$ cat src/core/t8sc_regs.vh
`ifndef T8SC_REGS_VH
`define T8SC_REGS_VH
// register byte offsets on the apb bus
`define T8SC_CTRL_OFF 8'h00
`define T8SC_CLK_OFF 8'h04
`define T8SC_CNT_OFF 8'h08
`define T8SC_CMP_OFF 8'h0c
`define T8SC_FLAG_OFF 8'h10
`define T8SC_MASK_OFF 8'h14
`define T8SC_STAT_OFF 8'h18
// control register fields
`define T8SC_WAVE_LSB 0
`define T8SC_ACT_LSB 4
`define T8SC_FORCE_BIT 7
// clock register fields
`define T8SC_CS_LSB 0
`define T8SC_ASYNC_BIT 3
// flag and mask bit positions
`define T8SC_OVF_BIT 0
`define T8SC_MATCH_BIT 1
// status register bit positions
`define T8SC_ST_WAVE_BIT 0
`define T8SC_ST_BOT_BIT 1
`define T8SC_ST_MAX_BIT 2
`define T8SC_ST_DOWN_BIT 3
// waveform modes
`define T8SC_MODE_NORMAL 2'h0
`define T8SC_MODE_PHASE 2'h1
`define T8SC_MODE_CTC 2'h2
`define T8SC_MODE_FAST 2'h3
// output actions
`define T8SC_ACT_NONE 2'h0
`define T8SC_ACT_TOGGLE 2'h1
`define T8SC_ACT_CLEAR 2'h2
`define T8SC_ACT_SET 2'h3
// counter extremes
`define T8SC_BOTTOM 8'h00
`define T8SC_MAX 8'hff
// reset values
`define T8SC_RST_BYTE 8'h00
`define T8SC_RST_WORD 32'h0000_0000
`endif

$ cat src/core/t8sc_timer.v
// The placing of the registers and the APB slave port were chosen for this implementation.
`timescale 1ns/1ps
`include "t8sc_regs.vh"

module t8sc_timer (
  input wire core_clk_in,
  input wire rst_n_in,
  input wire psel_in,
  input wire penable_in,
  input wire pwrite_in,
  input wire [7:0] paddr_in,
  input wire [31:0] pwdata_in,
  output reg [31:0] prdata_out,
  output reg pready_out,
  output reg pslverr_out,
  input wire crystal_in,
  output reg crystal_out,
  input wire overflow_ack_in,
  input wire match_ack_in,
  output reg overflow_irq_out,
  output reg match_irq_out,
  output reg waveform_out
);

  //////////////////////////////////////////////////////////////////////
  // state
  reg [1:0] waveform_mode_bits; // counting mode
  reg [1:0] output_action_bits; // action on match
  reg [2:0] clock_source_select; // zero means stopped
  reg async_clock_select; // crystal as base clock
  reg [7:0] counter_value; // the counter
  reg [7:0] compare_active; // what the comparator sees
  reg [7:0] compare_buffer; // what the cpu sees
  reg overflow_flag; // sticky overflow
  reg match_flag; // sticky match
  reg overflow_irq_enable; // mask bit
  reg match_irq_enable; // mask bit
  reg count_down; // phase correct direction
  reg match_block; // set by counter write
  reg [2:0] xtal_sync; // crystal pin synchroniser
  reg xtal_last; // last agreed crystal level
  reg [9:0] prescale; // divider of the base clock

  //////////////////////////////////////////////////////////////////////
  // decode helpers
  // pwm modes share buffering and force rules, used in several places
  function is_pwm;
    input [1:0] mode;
    begin
      is_pwm = (mode == `T8SC_MODE_PHASE) || (mode == `T8SC_MODE_FAST);
    end
  endfunction

  // new output state for a non-pwm match action
  function apply_action;
    input [1:0] act;
    input cur;
    begin
      case (act)
        `T8SC_ACT_TOGGLE: apply_action = ~cur;
        `T8SC_ACT_CLEAR: apply_action = 1'b0;
        `T8SC_ACT_SET: apply_action = 1'b1;
        default: apply_action = cur;
      endcase
    end
  endfunction

  //////////////////////////////////////////////////////////////////////
  // bus decode
  wire setup_ph = psel_in && !penable_in;
  wire access_ok = psel_in && penable_in && pready_out;
  wire wr_en = access_ok && pwrite_in;
  wire wr_ctrl = wr_en && (paddr_in == `T8SC_CTRL_OFF);
  wire wr_clk = wr_en && (paddr_in == `T8SC_CLK_OFF);
  wire wr_cnt = wr_en && (paddr_in == `T8SC_CNT_OFF);
  wire wr_cmp = wr_en && (paddr_in == `T8SC_CMP_OFF);
  wire wr_flag = wr_en && (paddr_in == `T8SC_FLAG_OFF);
  wire wr_mask = wr_en && (paddr_in == `T8SC_MASK_OFF);
  wire [7:0] wbyte = pwdata_in[7:0];
  wire pwm_mode = is_pwm(waveform_mode_bits);

  //////////////////////////////////////////////////////////////////////
  // timer tick
  // crystal agreed edge: only stages two and three are examined
  wire xtal_agree = (xtal_sync[1] == xtal_sync[2]);
  wire xtal_rise = xtal_agree && xtal_sync[2] && !xtal_last;
  // base clock is every core edge or each crystal rising edge
  wire base_tick = async_clock_select ? xtal_rise : 1'b1;
  reg tap; // prescaler tap reached
  always @* begin
    case (clock_source_select)
      3'h1: tap = 1'b1;
      3'h2: tap = (prescale[2:0] == 3'h7);
      3'h3: tap = (prescale[4:0] == 5'h1f);
      3'h4: tap = (prescale[5:0] == 6'h3f);
      3'h5: tap = (prescale[6:0] == 7'h7f);
      3'h6: tap = (prescale[7:0] == 8'hff);
      3'h7: tap = (prescale == 10'h3ff);
      default: tap = 1'b0;
    endcase
  end
  wire timer_tick = base_tick && tap;

  // crystal synchroniser and agreed level
  always @(posedge core_clk_in) begin
    if (!rst_n_in) begin
      xtal_sync <= 3'h0;
      xtal_last <= 1'b0;
      crystal_out <= 1'b1;
    end else begin
      xtal_sync <= {xtal_sync[1:0], crystal_in};
      // level only counts as changed once two stages agree
      if (xtal_agree) begin
        xtal_last <= xtal_sync[2];
      end
      // inverting drive back to the crystal
      crystal_out <= ~xtal_sync[2];
    end
  end

  // prescaler runs on base ticks; cleared while stopped
  always @(posedge core_clk_in) begin
    if (!rst_n_in) begin
      prescale <= 10'h000;
    end else if (clock_source_select == 3'h0) begin
      prescale <= 10'h000;
    end else if (base_tick) begin
      prescale <= prescale + 10'h001;
    end
  end

  //////////////////////////////////////////////////////////////////////
  // compare and extremes
  wire at_bottom = (counter_value == `T8SC_BOTTOM);
  wire at_max = (counter_value == `T8SC_MAX);
  wire equal = (counter_value == compare_active);
  // a match only counts on a tick that is not blocked
  wire real_match = timer_tick && equal && !match_block;
  // top is compare in ctc, max in the others
  wire at_top = (waveform_mode_bits == `T8SC_MODE_CTC) ? equal : at_max;
  wire force_hit = wr_ctrl && wbyte[`T8SC_FORCE_BIT] && !is_pwm(wbyte[1:0]);

  //////////////////////////////////////////////////////////////////////
  // counter next value
  reg [7:0] next_counter; // counter after this edge
  reg next_down; // direction after this edge
  reg ovf_event; // overflow seen this tick
  always @* begin
    next_counter = counter_value;
    next_down = count_down;
    ovf_event = 1'b0;
    if (timer_tick) begin
      case (waveform_mode_bits)
        `T8SC_MODE_CTC: begin
          // clear at top, else count up and wrap past max
          if (real_match) begin
            next_counter = `T8SC_BOTTOM;
          end else begin
            next_counter = counter_value + 8'h01;
            ovf_event = at_max;
          end
        end
        `T8SC_MODE_PHASE: begin
          // dual slope, turn at max and at bottom
          if (count_down) begin
            next_counter = counter_value - 8'h01;
            if (counter_value == 8'h01) begin
              next_down = 1'b0;
              ovf_event = 1'b1;
            end
          end else if (at_max) begin
            next_counter = counter_value - 8'h01;
            next_down = 1'b1;
          end else begin
            next_counter = counter_value + 8'h01;
          end
        end
        default: begin
          // normal and fast pwm: up only, wrap max to bottom
          next_counter = counter_value + 8'h01;
          ovf_event = at_max;
          next_down = 1'b0;
        end
      endcase
    end
    // cpu write wins over clear and count
    if (wr_cnt) begin
      next_counter = wbyte;
    end
  end

  // counter, direction and block
  always @(posedge core_clk_in) begin
    if (!rst_n_in) begin
      counter_value <= `T8SC_RST_BYTE;
      count_down <= 1'b0;
      match_block <= 1'b0;
    end else begin
      counter_value <= next_counter;
      count_down <= next_down;
      // block holds until the next tick, even when stopped
      if (wr_cnt) begin
        match_block <= 1'b1;
      end else if (timer_tick) begin
        match_block <= 1'b0;
      end
    end
  end

  //////////////////////////////////////////////////////////////////////
  // compare registers
  // buffer loads on the tick at max, for both fast pwm and phase correct
  wire load_point = timer_tick &&
    (((waveform_mode_bits == `T8SC_MODE_FAST) && at_max) ||
     ((waveform_mode_bits == `T8SC_MODE_PHASE) && at_max));
  always @(posedge core_clk_in) begin
    if (!rst_n_in) begin
      compare_active <= `T8SC_RST_BYTE;
      compare_buffer <= `T8SC_RST_BYTE;
    end else begin
      if (wr_cmp) begin
        compare_buffer <= wbyte;
      end
      // unbuffered modes write straight through
      if (wr_cmp && !pwm_mode) begin
        compare_active <= wbyte;
      end else if (pwm_mode && load_point) begin
        compare_active <= compare_buffer;
      end
    end
  end

  //////////////////////////////////////////////////////////////////////
  // waveform generator
  reg next_wave; // output state after this edge
  always @* begin
    next_wave = waveform_out;
    case (waveform_mode_bits)
      `T8SC_MODE_FAST: begin
        // match sets or clears, bottom restores
        if (real_match && output_action_bits[1]) begin
          next_wave = output_action_bits[0];
        end
        if (timer_tick && at_max && output_action_bits[1]) begin
          next_wave = ~output_action_bits[0];
        end
      end
      `T8SC_MODE_PHASE: begin
        // clear on up match, set on down match when non-inverted
        if (real_match && output_action_bits[1]) begin
          next_wave = output_action_bits[0] ^ count_down;
        end
      end
      default: begin
        if (real_match) begin
          next_wave = apply_action(output_action_bits, waveform_out);
        end
      end
    endcase
    // forced match uses the action bits being written
    if (force_hit) begin
      next_wave = apply_action(wbyte[5:4], waveform_out);
    end
  end

  //////////////////////////////////////////////////////////////////////
  // control registers
  always @(posedge core_clk_in) begin
    if (!rst_n_in) begin
      waveform_mode_bits <= `T8SC_MODE_NORMAL;
      output_action_bits <= `T8SC_ACT_NONE;
      clock_source_select <= 3'h0;
      async_clock_select <= 1'b0;
      overflow_irq_enable <= 1'b0;
      match_irq_enable <= 1'b0;
      waveform_out <= 1'b0;
    end else begin
      waveform_out <= next_wave;
      if (wr_ctrl) begin
        waveform_mode_bits <= wbyte[`T8SC_WAVE_LSB+1:`T8SC_WAVE_LSB];
        output_action_bits <= wbyte[`T8SC_ACT_LSB+1:`T8SC_ACT_LSB];
      end
      if (wr_clk) begin
        clock_source_select <= wbyte[`T8SC_CS_LSB+2:`T8SC_CS_LSB];
        async_clock_select <= wbyte[`T8SC_ASYNC_BIT];
      end
      if (wr_mask) begin
        overflow_irq_enable <= wbyte[`T8SC_OVF_BIT];
        match_irq_enable <= wbyte[`T8SC_MATCH_BIT];
      end
    end
  end

  //////////////////////////////////////////////////////////////////////
  // flags and interrupt requests
  // a set in the same edge as a clear wins, so no event is lost
  always @(posedge core_clk_in) begin
    if (!rst_n_in) begin
      overflow_flag <= 1'b0;
      match_flag <= 1'b0;
      overflow_irq_out <= 1'b0;
      match_irq_out <= 1'b0;
    end else begin
      if (ovf_event && !wr_cnt) begin
        overflow_flag <= 1'b1;
      end else if (overflow_ack_in || (wr_flag && wbyte[`T8SC_OVF_BIT])) begin
        overflow_flag <= 1'b0;
      end
      // forced matches never reach this flag
      if (real_match) begin
        match_flag <= 1'b1;
      end else if (match_ack_in || (wr_flag && wbyte[`T8SC_MATCH_BIT])) begin
        match_flag <= 1'b0;
      end
      // requests follow the gated flags one edge later
      overflow_irq_out <= overflow_flag && overflow_irq_enable;
      match_irq_out <= match_flag && match_irq_enable;
    end
  end

  //////////////////////////////////////////////////////////////////////
  // apb slave
  // answer is prepared in setup, so access always ends in one cycle
  reg [31:0] rd_word; // read mux
  reg rd_err; // unmapped address
  always @* begin
    rd_word = `T8SC_RST_WORD;
    rd_err = 1'b0;
    if (paddr_in == `T8SC_CTRL_OFF) begin
      // force strobe always reads zero
      rd_word[7:0] = {2'h0, output_action_bits, 2'h0, waveform_mode_bits};
    end else if (paddr_in == `T8SC_CLK_OFF) begin
      rd_word[3:0] = {async_clock_select, clock_source_select};
    end else if (paddr_in == `T8SC_CNT_OFF) begin
      rd_word[7:0] = counter_value;
    end else if (paddr_in == `T8SC_CMP_OFF) begin
      rd_word[7:0] = compare_buffer;
    end else if (paddr_in == `T8SC_FLAG_OFF) begin
      rd_word[1:0] = {match_flag, overflow_flag};
    end else if (paddr_in == `T8SC_MASK_OFF) begin
      rd_word[1:0] = {match_irq_enable, overflow_irq_enable};
    end else if (paddr_in == `T8SC_STAT_OFF) begin
      rd_word[3:0] = {count_down, at_max, at_bottom, waveform_out};
    end else begin
      rd_err = 1'b1;
    end
  end

  // ready, data and error registered at the setup edge
  always @(posedge core_clk_in) begin
    if (!rst_n_in) begin
      pready_out <= 1'b0;
      prdata_out <= `T8SC_RST_WORD;
      pslverr_out <= 1'b0;
    end else begin
      pready_out <= setup_ph;
      if (setup_ph) begin
        prdata_out <= pwrite_in ? `T8SC_RST_WORD : rd_word;
        pslverr_out <= rd_err;
      end else begin
        pslverr_out <= 1'b0;
      end
    end
  end

endmodule

$ cat config.mk
export PLATFORM = sky130hd
export DESIGN_NAME = t8sc_timer
export DESIGN_NICKNAME = d
export VERILOG_FILES = /design/src/core/t8sc_timer.v
export VERILOG_INCLUDE_DIRS = /design/src /design/src/core
export SDC_FILE = /design/constraint.sdc
export NUM_CORES = 1
export LEC_CHECK = 0
export BUFFER_PORTS_ARGS = -buffer_cell sky130_fd_sc_hd__buf_4
export CORE_ASPECT_RATIO = 1.2
export CORE_MARGIN = 2
export CORE_UTILIZATION = 50
export DETAILED_ROUTE_END_ITERATION = 8
export PLACE_DENSITY = 0.77
export SYNTH_ARGS = -nofsm -noshare
export SYNTH_HDL_FRONTEND = slang
export SYNTH_SLANG_ARGS = --single-unit
export TNS_END_PERCENT = 1
$ cat constraint.sdc
create_clock -name core_clk_in -period 2.1 [get_ports core_clk_in]
set_input_delay 0.105 -clock core_clk_in [delete_from_list [all_inputs] [get_ports core_clk_in]]
set_output_delay 0.105 -clock core_clk_in [all_outputs]
set_load 0.01 [all_outputs]
---- Word-level counts from Yosys, hierarchy flattened ----
Index checks and enable logic that the tools add are counted.
W data, S select, Z words.
word-level totals
  register bits after elaboration ......... 90
  bits of input ports ..................... 48
  output and inout bits ................... 38
  logic and storage cells ................. 170
cells by class
  add/sub/neg operators ................... 3
  equality and inequality tests ........... 37
  multiplexer cells ....................... 46
  bitwise gates (word level) .............. 7
  reductions and logical operators ........ 54
operators by type and width
  operator                 number
  $mux W8                  10
  $logic_and A1 B1 Y1      30
  $eq A8 B5 Y1 const B     3
  $mux W1                  20
  $mux W4                  5
  $eq A8 B4 Y1 const B     2
  $eq A8 B8 Y1 const B     2
  $logic_not A8 Y1         2
  $pmux W8 S2              1
  $eq A3 B3 Y1 const B     5
  $eq A2 B2 Y1 const B     7
  $add A10 B1 Y10 const B  1
  $eq A10 B10 Y1 const B   1
  $add A8 B1 Y8 const B    1
  $eq A2 B1 Y1 const B     4
  $eq A8 B1 Y1 const B     1
  $eq A8 B3 Y1 const B     1
  $eq A8 B8 Y1             1
  $mux W2                  4
  $reduce_bool A2 Y1       4
  $reduce_or A8 Y1         1
  $sub A8 B1 Y8 const B    1
  $eq A7 B7 Y1 const B     1
  $pmux W1 S7              1
  other kinds (20)         38

---- Logic depth before layout (Yosys ltp) ----
Gate-level depths: netlist (run 1).
  depth after elaboration ................. 12
  gate-level depth with buffers ........... 10
  gate-level depth less buffers ........... 9

---- Worst setup path after synthesis (run 1) ----
OpenSTA, ideal clock, no wires.
  path type ............................... reg-to-reg
  from .................................... register prescale[0]
  to ...................................... register counter_value[6]
  library setup time ...................... 121 ps
  arrival time ............................ 2,187 ps
  required time ........................... 1,979 ps
  path slack .............................. -208 ps
  cell stages (with the launch flop) ...... 11
  buffers on the path ..................... 1
  clock period less this slack ............ 2,308 ps
  path through ............................ dfxtp_1 ha_1 and3_2 ha_1 nor4bb_1 a211oi_2 o21a_1 buf_6 or3_2 o211ai_1 a21oi_1
between the ends
  word-level cells in the longest chain between the ends .. 9
  elaborated cells between the ends (all ways) .. 15
  those cells by class .................... 6 x eq/ne; 5 x mux; 4 x reduce/logical
ends and longest elaborated chain
  what                                          RTL line          source
  start: declaration                            t8sc_timer.v:42   reg [9:0] prescale;
  start signal: assignment                      t8sc_timer.v:128  prescale <= prescale + 10'h001;
  $eq A10 B10 Y1, or another cell as far along  t8sc_timer.v:98   3'h7: tap = (prescale == 10'h3ff);
  $pmux W1 S7 *                                 t8sc_timer.v:91   case (clock_source_select)
  $logic_and A1 B1 Y1 *                         t8sc_timer.v:102  wire timer_tick = base_tick && tap;
  $logic_and A1 B1 Y1 (2 in series)             t8sc_timer.v:138  wire real_match = timer_tick && equal && !match_block;
  $mux W8                                       t8sc_timer.v:156  if (real_match) begin
  $pmux W8 S2                                   t8sc_timer.v:153  case (waveform_mode_bits)
  $mux W8                                       t8sc_timer.v:152  if (timer_tick) begin
  $mux W8                                       t8sc_timer.v:187  if (wr_cnt) begin
  end signal: assignment                        t8sc_timer.v:195  counter_value <= `T8SC_RST_BYTE;
  end signal: assignment                        t8sc_timer.v:199  counter_value <= next_counter;
  end: declaration                              t8sc_timer.v:31   reg [7:0] counter_value;
Mark *: on every way between the ends. The rest lies on a longest branch, timed or not. The select of a mux whose other input is x is not followed.
A chain may end at the register's enable or synchronous reset.

---- Worst setup path after layout (run 1) ----
  from .................................... register prescale[0]
  to ...................................... register waveform_out
between the ends
  word-level cells in the longest chain between the ends .. 8
  elaborated cells between the ends (all ways) .. 20
  those cells by class .................... 8 x eq/ne; 4 x mux; 8 x reduce/logical
ends and longest elaborated chain
  what                                                           RTL line                                              source
  $eq A10 B10 Y1, or another cell as far along                   t8sc_timer.v:98
  $pmux W1 S7 *                                                  t8sc_timer.v:91
  $logic_and A1 B1 Y1 *                                          t8sc_timer.v:102
  $logic_and A1 B1 Y1 (on tied branches) (2 in series)           t8sc_timer.v:138, t8sc_timer.v:244
  $logic_and A1 B1 Y1 or $mux W1 (tied branches)                 t8sc_timer.v:241, t8sc_timer.v:250, t8sc_timer.v:244
  $ne A4 B2 Y1 (no source line), or another cell as far along    -
  $reduce_and A5 Y1 (no source line) or $mux W1 (tied branches)  -
  end signal: assignment                                         t8sc_timer.v:278                                      waveform_out <= next_wave;
  end: declaration                                               t8sc_timer.v:22                                       output reg waveform_out
Mark *: on every way between the ends. The rest lies on a longest branch, timed or not.

==> results of run 1 <==
final cells by class:
class                           count  area (um^2)  area share
Timing Repair Buffer              102          788       0.150
Clock buffer                        9          124      0.0236
Tap cell                          114          143      0.0272
Sequential cell                    66         1320       0.253
Multi-Input combinational cell    418         2710       0.517
Clock inverter                      7          116      0.0222
Inverter                           10         37.5     0.00716
timing repair:
item | 4_1_cts | 5_1_grt
pin swaps | 3 | 8
hold buffers | 1 | 0
hold endpoints to repair | 1 | 0
endpoints found under the setup margin | 15 | 19
setup buffers | 0 | 1
gates resized for setup | 10 | 17
tightest hold or removal path: cells and delay by family:
family | cells | cell delay, ps
buffers and inverters | 1 | 120
AOI/OAI and AO/OA | 1 | 60
and+or+nand+nor | 1 | 50
routing by layer:
metal / up-vias / wire [um]
li1: 2009 / -
met1: 2053 / 5290
met2: 227 / 6410
met3: 56 / 1070
met4: 0 / 522
met5: - / 0
cells by family (layout without fill, tap and decap cells):
| family | after synthesis | in the layout | synth area share |
|---|---|---|---|
| adder cells (fa/ha/maj) | 13 | 13 | 0.0386 |
| flip-flops | 66 | 66 | 0.313 |
| buffers and inverters | 67 | 128 | 0.0941 |
| other | 1 | 24 | 0.000890 |
| XOR/XNOR | 21 | 21 | 0.0436 |
| AND/OR/NAND/NOR | 208 | 208 | 0.253 |
| AO/OA/AOI/OAI | 139 | 139 | 0.225 |
| multiplexers | 13 | 13 | 0.0312 |
flip-flops by register name, indices dropped and copies added (netlist names), 2 cells and up:
name                 count
prescale                10
compare_active           8
compare_buffer           8
counter_value            8
prdata_out               8
clock_source_select      3
xtal_sync                3
output_action_bits       2
waveform_mode_bits       2
how the worst max path moves through the flow:
stage	startpoint	slack (ps)	end
final	prescale[0]	-130	waveform_out
after global routing	prescale[1]	-230	waveform_out
after CTS	prescale[0]	-50	waveform_out
after detailed placement	prescale[1]	-260	counter_value[1]
after global placement	prescale[1]	-90	counter_value[1]
after floorplan	prescale[0]	-50	counter_value[6]
power by group:
group          total, mW  internal [mW]  switching [mW]
combinational      0.155         0.0511           0.104
clock               1.31          0.788           0.526
sequential          1.26           1.26         0.00206
per-stage QoR:
stage	area (um^2)	setup WS, ps	util
finish	5240	-127	0.643
global route	5240	-231	0.643
CTS	5160	-54.8	0.633
detailed placement	4880	-265	0.599
global placement	4880	-92.2	0.599
floorplan	4340	-48.4	-
cell usage in the layout, fill, tap and decap left out, drive strengths merged, types with 4 or more instances in the layout:
| cell type | netlist | layout |
|---|---|---|
| nand4 | 8 | 8 |
| or3 | 6 | 6 |
| mux2i | 12 | 12 |
| a211oi | 5 | 5 |
| and2 | 9 | 9 |
| a22oi | 14 | 14 |
| o31ai | 4 | 4 |
| a31oi | 5 | 5 |
| xor2 | 13 | 13 |
| ha | 13 | 13 |
| conb | 1 | 24 |
| buf | 39 | 101 |
| o21a | 5 | 5 |
| nor2 | 49 | 49 |
| nor3 | 10 | 10 |
| a21o | 4 | 4 |
| clkbuf | 18 | 9 |
| nand3 | 19 | 19 |
| inv | 9 | 10 |
| xnor2 | 8 | 8 |
| and3 | 10 | 10 |
| or2 | 4 | 4 |
| nand2 | 65 | 65 |
| nand2b | 6 | 6 |
| o21ai | 16 | 16 |
| a21oi | 48 | 48 |
| o22ai | 4 | 4 |
| dfxtp | 66 | 66 |
==> results.md, run 1 <==
- Worst hold path type: in2reg
- Global-route usage over all layers: 0.292
- Synth warn: 0
- Fraction of layout cells with a size suffix above 1: 0.257
- Maximum vdd ir drop: roughly 350 uV
- Count of flip-flops with a built-in enable after synthesis: 0
- Shortest clock period the worst path allows after layout: approximately 2200 ps
- Sequential fraction of the synthesis area: 0.313
- Path length in cells of the critical path: 10
- Initial cell density of the core: 0.517
- Overall via count from detail_route: between 4000 and 5000
- Critical Path, Cell by Cell: ha_4, and3_4, ha_4, nor4bb_4, a211oi_2, o21a_2, buf_4, mux2i_1, a2bb2oi_1, a311oi_1
- Endpoint of the most critical register-to-register path: waveform_out
- IO Port Bufs: 37
- Vias in the first global route: 4155
- Worst Path Class, Setup: reg2reg
- Die Wd: a little under 90 um
- Arrival time of the worst setup path: 2440 ps
- Most frequent cells after synthesis: dfxtp_1 (66), nand2_1 (65), nor2_1 (49), a21oi_1 (48), buf_4 (26)
- Final net count: between 600 and 700
- Worst stage delay on the critical path: around 350 ps
- Setup violations, final: 10
- Worst-margin pin slew: 637 ps
- Max-capacitance violation count: 0
- Gate family responsible for the most delay along the worst path: compound AO/OA/AOI/OAI gates
- Non-filler cells, final: 726
- GRT met3 Usage: 0.0585
- WP buf/inv: 1
- Number of synthesized register bits: 66
- H-tree levels: 3
- Data required, critical path: 2310 ps
- Library cell appearing most often on the critical path: ha_4
- Post-synthesis instance area: between 4000 and 5000 um^2
- Global Route met1 Usage: 0.368
- Outcome: finished with violations
- Core area: around 8200 um^2
- Reg clk slew, reported paths: roughly 70 ps
- Signed area change from the synthesized netlist to the final layout: 24.4%
- Initial antenna violation count: 0
- Most used standard cell by instance count after synthesis: dfxtp_1
- Overall overflow remaining after global route: 0
- Final Hold Vio Count: 0
- Final HPWL DP: slightly below 10000 um
- Launch point of the worst reg-to-reg path: prescale[0]
- Number of distinct standard cells referenced by the synthesized netlist: 71
- Startpoint Class: flop
- Maximum fanout along the worst path: 4
- Count of filler cells inserted in the layout: between 600 and 700
- Die Y: about 100 um
- Predominant post-synthesis flop cell: dfxtp_1
- Violated checks: setup timing
- Gate count of the mapped netlist: between 500 and 600
- Skew-Pair Late Insertion Delay: around 360 ps
- Global-route wire length before repair: 20900 um
- Wire length per cell after detailed routing: ~18 um
- Synth area leaders: dfxtp_1 (31%), nand2_1 (5.8%), a21oi_1 (5.7%)
- Number of placed cells counting well taps: ~710
- Reg-to-reg slack, setup: -130 ps
- Number of cells traversed by the worst register-to-register path: 10
- Number of buffers inserted during clock tree synthesis: 9
- Worst Skew: 13.4 ps
- Final Hold Slack: roughly 31 ps
- Largest area contributor in the synthesized netlist: dfxtp_1
- Number of top-level pins: 86
- Share of the synthesized area in the top cell type: 0.313
- Async set or reset register ratio after synthesis: 0
- Total wire length after detailed routing: between 10000 and 15000 um
- Worst Hold Path Cells: 3
- Most crowded layer after global routing: met2
- Rows: 36
- Least setup slack across all paths after layout: -127 ps
- Average cell area after synthesis: ~8 um^2
- Routability Congestion: around 0.97
- Count of unresolved DRC violations after routing: 0
- Floorplan die area: ~9000 um^2
- Standby leakage power: between 2 and 2.5 nW
- Crit end category: flop
- Slowest CP cell: dfxtp_2
- Count of antenna-violating nets left after detailed routing: 0
- Clk sink count: 66
- Total chip power: roughly 2.7 mW
- Power density over the cells: ~520 nW/um^2
- Pins over their slew limit: 0
- RSZ-0062 raised after global routing: true
- CTS tree: yes
- Post-DR vias/cell: between 5 and 6
- DRT iter0 DRCs: ~390
- Root cell of the clock tree: clkbuf_8
- Worst-case headroom to the max-slew limit: 0.570
- Largest net degree at the start of global routing: 43
- Global-route met2 utilization: 0.467
- Count of inserted antenna diode cells: 0
- Worst Hold Path EP: compare_buffer[6]
- Setup TNS: -459 ps
- DRT Pass-1 Iters: 6
- Highest Clock Rate: approximately 0.45 GHz
- Maximum clock path buffer count: 2
- Hold wc startpoint: pwdata_in[6]
- Final clock period utilization by the worst path: 1.06
Power figures use the tool's default switching activity.
==> run 2: changes to the inputs <==
- CELL_PAD_IN_SITES_DETAIL_PLACEMENT: not set -> 1
- CELL_PAD_IN_SITES_GLOBAL_PLACEMENT: not set -> 2
- CORE_UTILIZATION: 50 -> 29
- PLACE_DENSITY: 0.77 -> not set
- PLACE_DENSITY_LB_ADDON: not set -> 0.1
- RECOVER_POWER: not set -> 25
==> results.md, run 2 (synthesis results as in run 1) <==
- Maximum fanout along the worst path: 7
- Most used cells in the layout excluding fill and tap cells: buf_4 (108), nand2_1 (63), dfxtp_1 (63)
- Core area: approximately 14000 um^2
- Final net count: approximately 690
- Signed area change from the synthesized netlist to the final layout: 33.4%
- Violated checks: setup timing
- Count of inserted antenna diode cells: 0
- Number of cells traversed by the worst register-to-register path: 12
- DRT Pass-1 Iters: 4
- Largest net degree at the start of global routing: 24
- Rows: 48
- Launch point of the worst reg-to-reg path: prescale[1]
- Global-route wire length before repair: between 20000 and 30000 um
- Least setup slack across all paths after layout: -65.5 ps
- IO Port Bufs: 37
- Met3 Wirelength: between 400 and 500 um
- Floorplan die area: approximately 16000 um^2
- Register containing the most flip-flops in the final layout: prescale
- Maximum clock path buffer count: 2
- Final non-filler cell area: ~5600 um^2
- Arrival time of the worst setup path: approximately 2400 ps
- Root cell of the clock tree: clkbuf_16
- CTS tree: yes
- Number of top-level pins: 86
- Worst Path Class, Setup: reg2reg
- Standby leakage power: between 2 and 2.5 nW
- Die Wd: between 100 and 150 um
- Max reg flops: 10
- Data required, critical path: about 2400 ps
- Total wire length after detailed routing: about 16000 um
- Reg-to-reg slack, setup: -70 ps
- Reg clk slew, reported paths: 60 ps
- Routability Congestion: approximately 0.86
- DRT iter0 DRCs: about 160
- Setup violations, final: 13
- Pins over their slew limit: 0
- Worst-margin pin slew: about 500 ps
- Power density over the cells: about 530 nW/um^2
- Max Used Layer: met4
- RSZ-0062 raised after global routing: true
- Max-capacitance violation count: 0
- Fraction of layout cells with a size suffix above 1: 0.290
- Post-DR vias/cell: around 5.2
- Die Y: 136 um
- Final Hold Vio Count: 0
- Overall overflow remaining after global route: 0
- Final HPWL DP: 12700 um
- Number of buffers inserted during clock tree synthesis: 9
- Leading cell type in the layout, fill and taps excluded: buf_4
- Final Util: 0.393
- Count of antenna-violating nets left after detailed routing: 0
- Shortest clock period the worst path allows after layout: 2170 ps
- Initial antenna violation count: 0
- Placed Area: approximately 5100 um^2
- Wire length on met1: just over 7000 um
- Overall via count from detail_route: about 4200
- Highest Clock Rate: approximately 0.46 GHz
- Maximum vdd ir drop: 281 uV
- Final clock period utilization by the worst path: 1.03
- Setup TNS: -515 ps
- Endpoint of the most critical register-to-register path: compare_active[4]
- Total chip power: 2.99 mW
- Worst Skew: around 10 ps
- Hold wc startpoint: rst_n_in
- Skew-Pair Late Insertion Delay: 350 ps
- Clk sink count: between 60 and 70
- Post-Place Setup Slack: -272 ps
- Worst hold path type: in2reg
- Wire length per cell after detailed routing: roughly 20 um
- Count of unresolved DRC violations after routing: 0
- Startpoint Class: flop
- Global-route usage over all layers: 0.214
- Worst-case headroom to the max-slew limit: 0.659
- Crit end category: flop
- Worst Hold Path Cells: 2
- Initial cell density of the core: 0.295
- H-tree levels: 3
- Outcome: finished with violations
- Vias in the first global route: about 4500
- Worst Hold Path EP: crystal_out
- Routed met2 length: between 8000 and 9000 um
[run 2: routing by layer]
layer  GRT usage  vias up
met5           0        -
met4      0.0711        0
met3      0.0294       16
met2       0.383       68
met1       0.263     2086
li1            -     2055
[run 2: critical path: stages (launching register included)]
cell and delay, ps:
dfxtp_2 330, ha_4 170, and3_4 180, ha_4 160, nor4bb_4 320, a211oi_2 110
buf_4 150, o2111a_2 160, buf_12 150, nor2_4 80, buf_6 120, nand2_1 50
a21oi_1 130
[run 2: worst max-delay path by stage]
stage / start / end / cells past startpoint / slack, ps
after global routing: prescale[1] / compare_active[2] / 12 / -180
after floorplan: prescale[0] / counter_value[6] / 10 / -50
after global placement: prescale[1] / counter_value[5] / 10 / -200
after detailed placement: prescale[1] / counter_value[2] / 8 / -270
final: prescale[1] / compare_active[4] / 12 / -70
after CTS: prescale[0] / compare_active[5] / 11 / -40
[run 2: stage by stage]
| step | hold slack, ps | instances |
|---|---|---|
| floorplan | 232 | 551 |
| finish | 9.02 | 807 |
| detailed placement | 321 | 787 |
| global route | 15.9 | 807 |
| global placement | 318 | 787 |
| CTS | 1.51 | 806 |
[run 2: repair_timing]
item                       4_1_cts  5_1_grt
buffers inserted                 2        2
hold buffers                     1        0
cloned                           1        0
resized for setup               34       19
pin swaps                       19       14
hold endpoints to repair         1        0
setup endpoints to repair       19       20
[run 2: report_power, final]
| part | leakage [nW] | total [mW] | switching (mW) | internal (mW) |
|---|---|---|---|---|
| logic | 1.52 | 0.162 | 0.108 | 0.0540 |
| registers | 0.534 | 1.26 | 0.00177 | 1.26 |
| clock network | 0.142 | 1.57 | 0.646 | 0.928 |
| total | 2.20 | 2.99 | 0.755 | 2.24 |
[run 2: cell type report]
cell class                      count  area [um^2]
Sequential cell                    66         1330
Tap cell                          175          219
Inverter                           10         37.5
Fill cell                        1738         8670
Multi-Input combinational cell    418         2810
Timing Repair Buffer              122          925
Clock inverter                      7         76.3
Clock buffer                        9          225
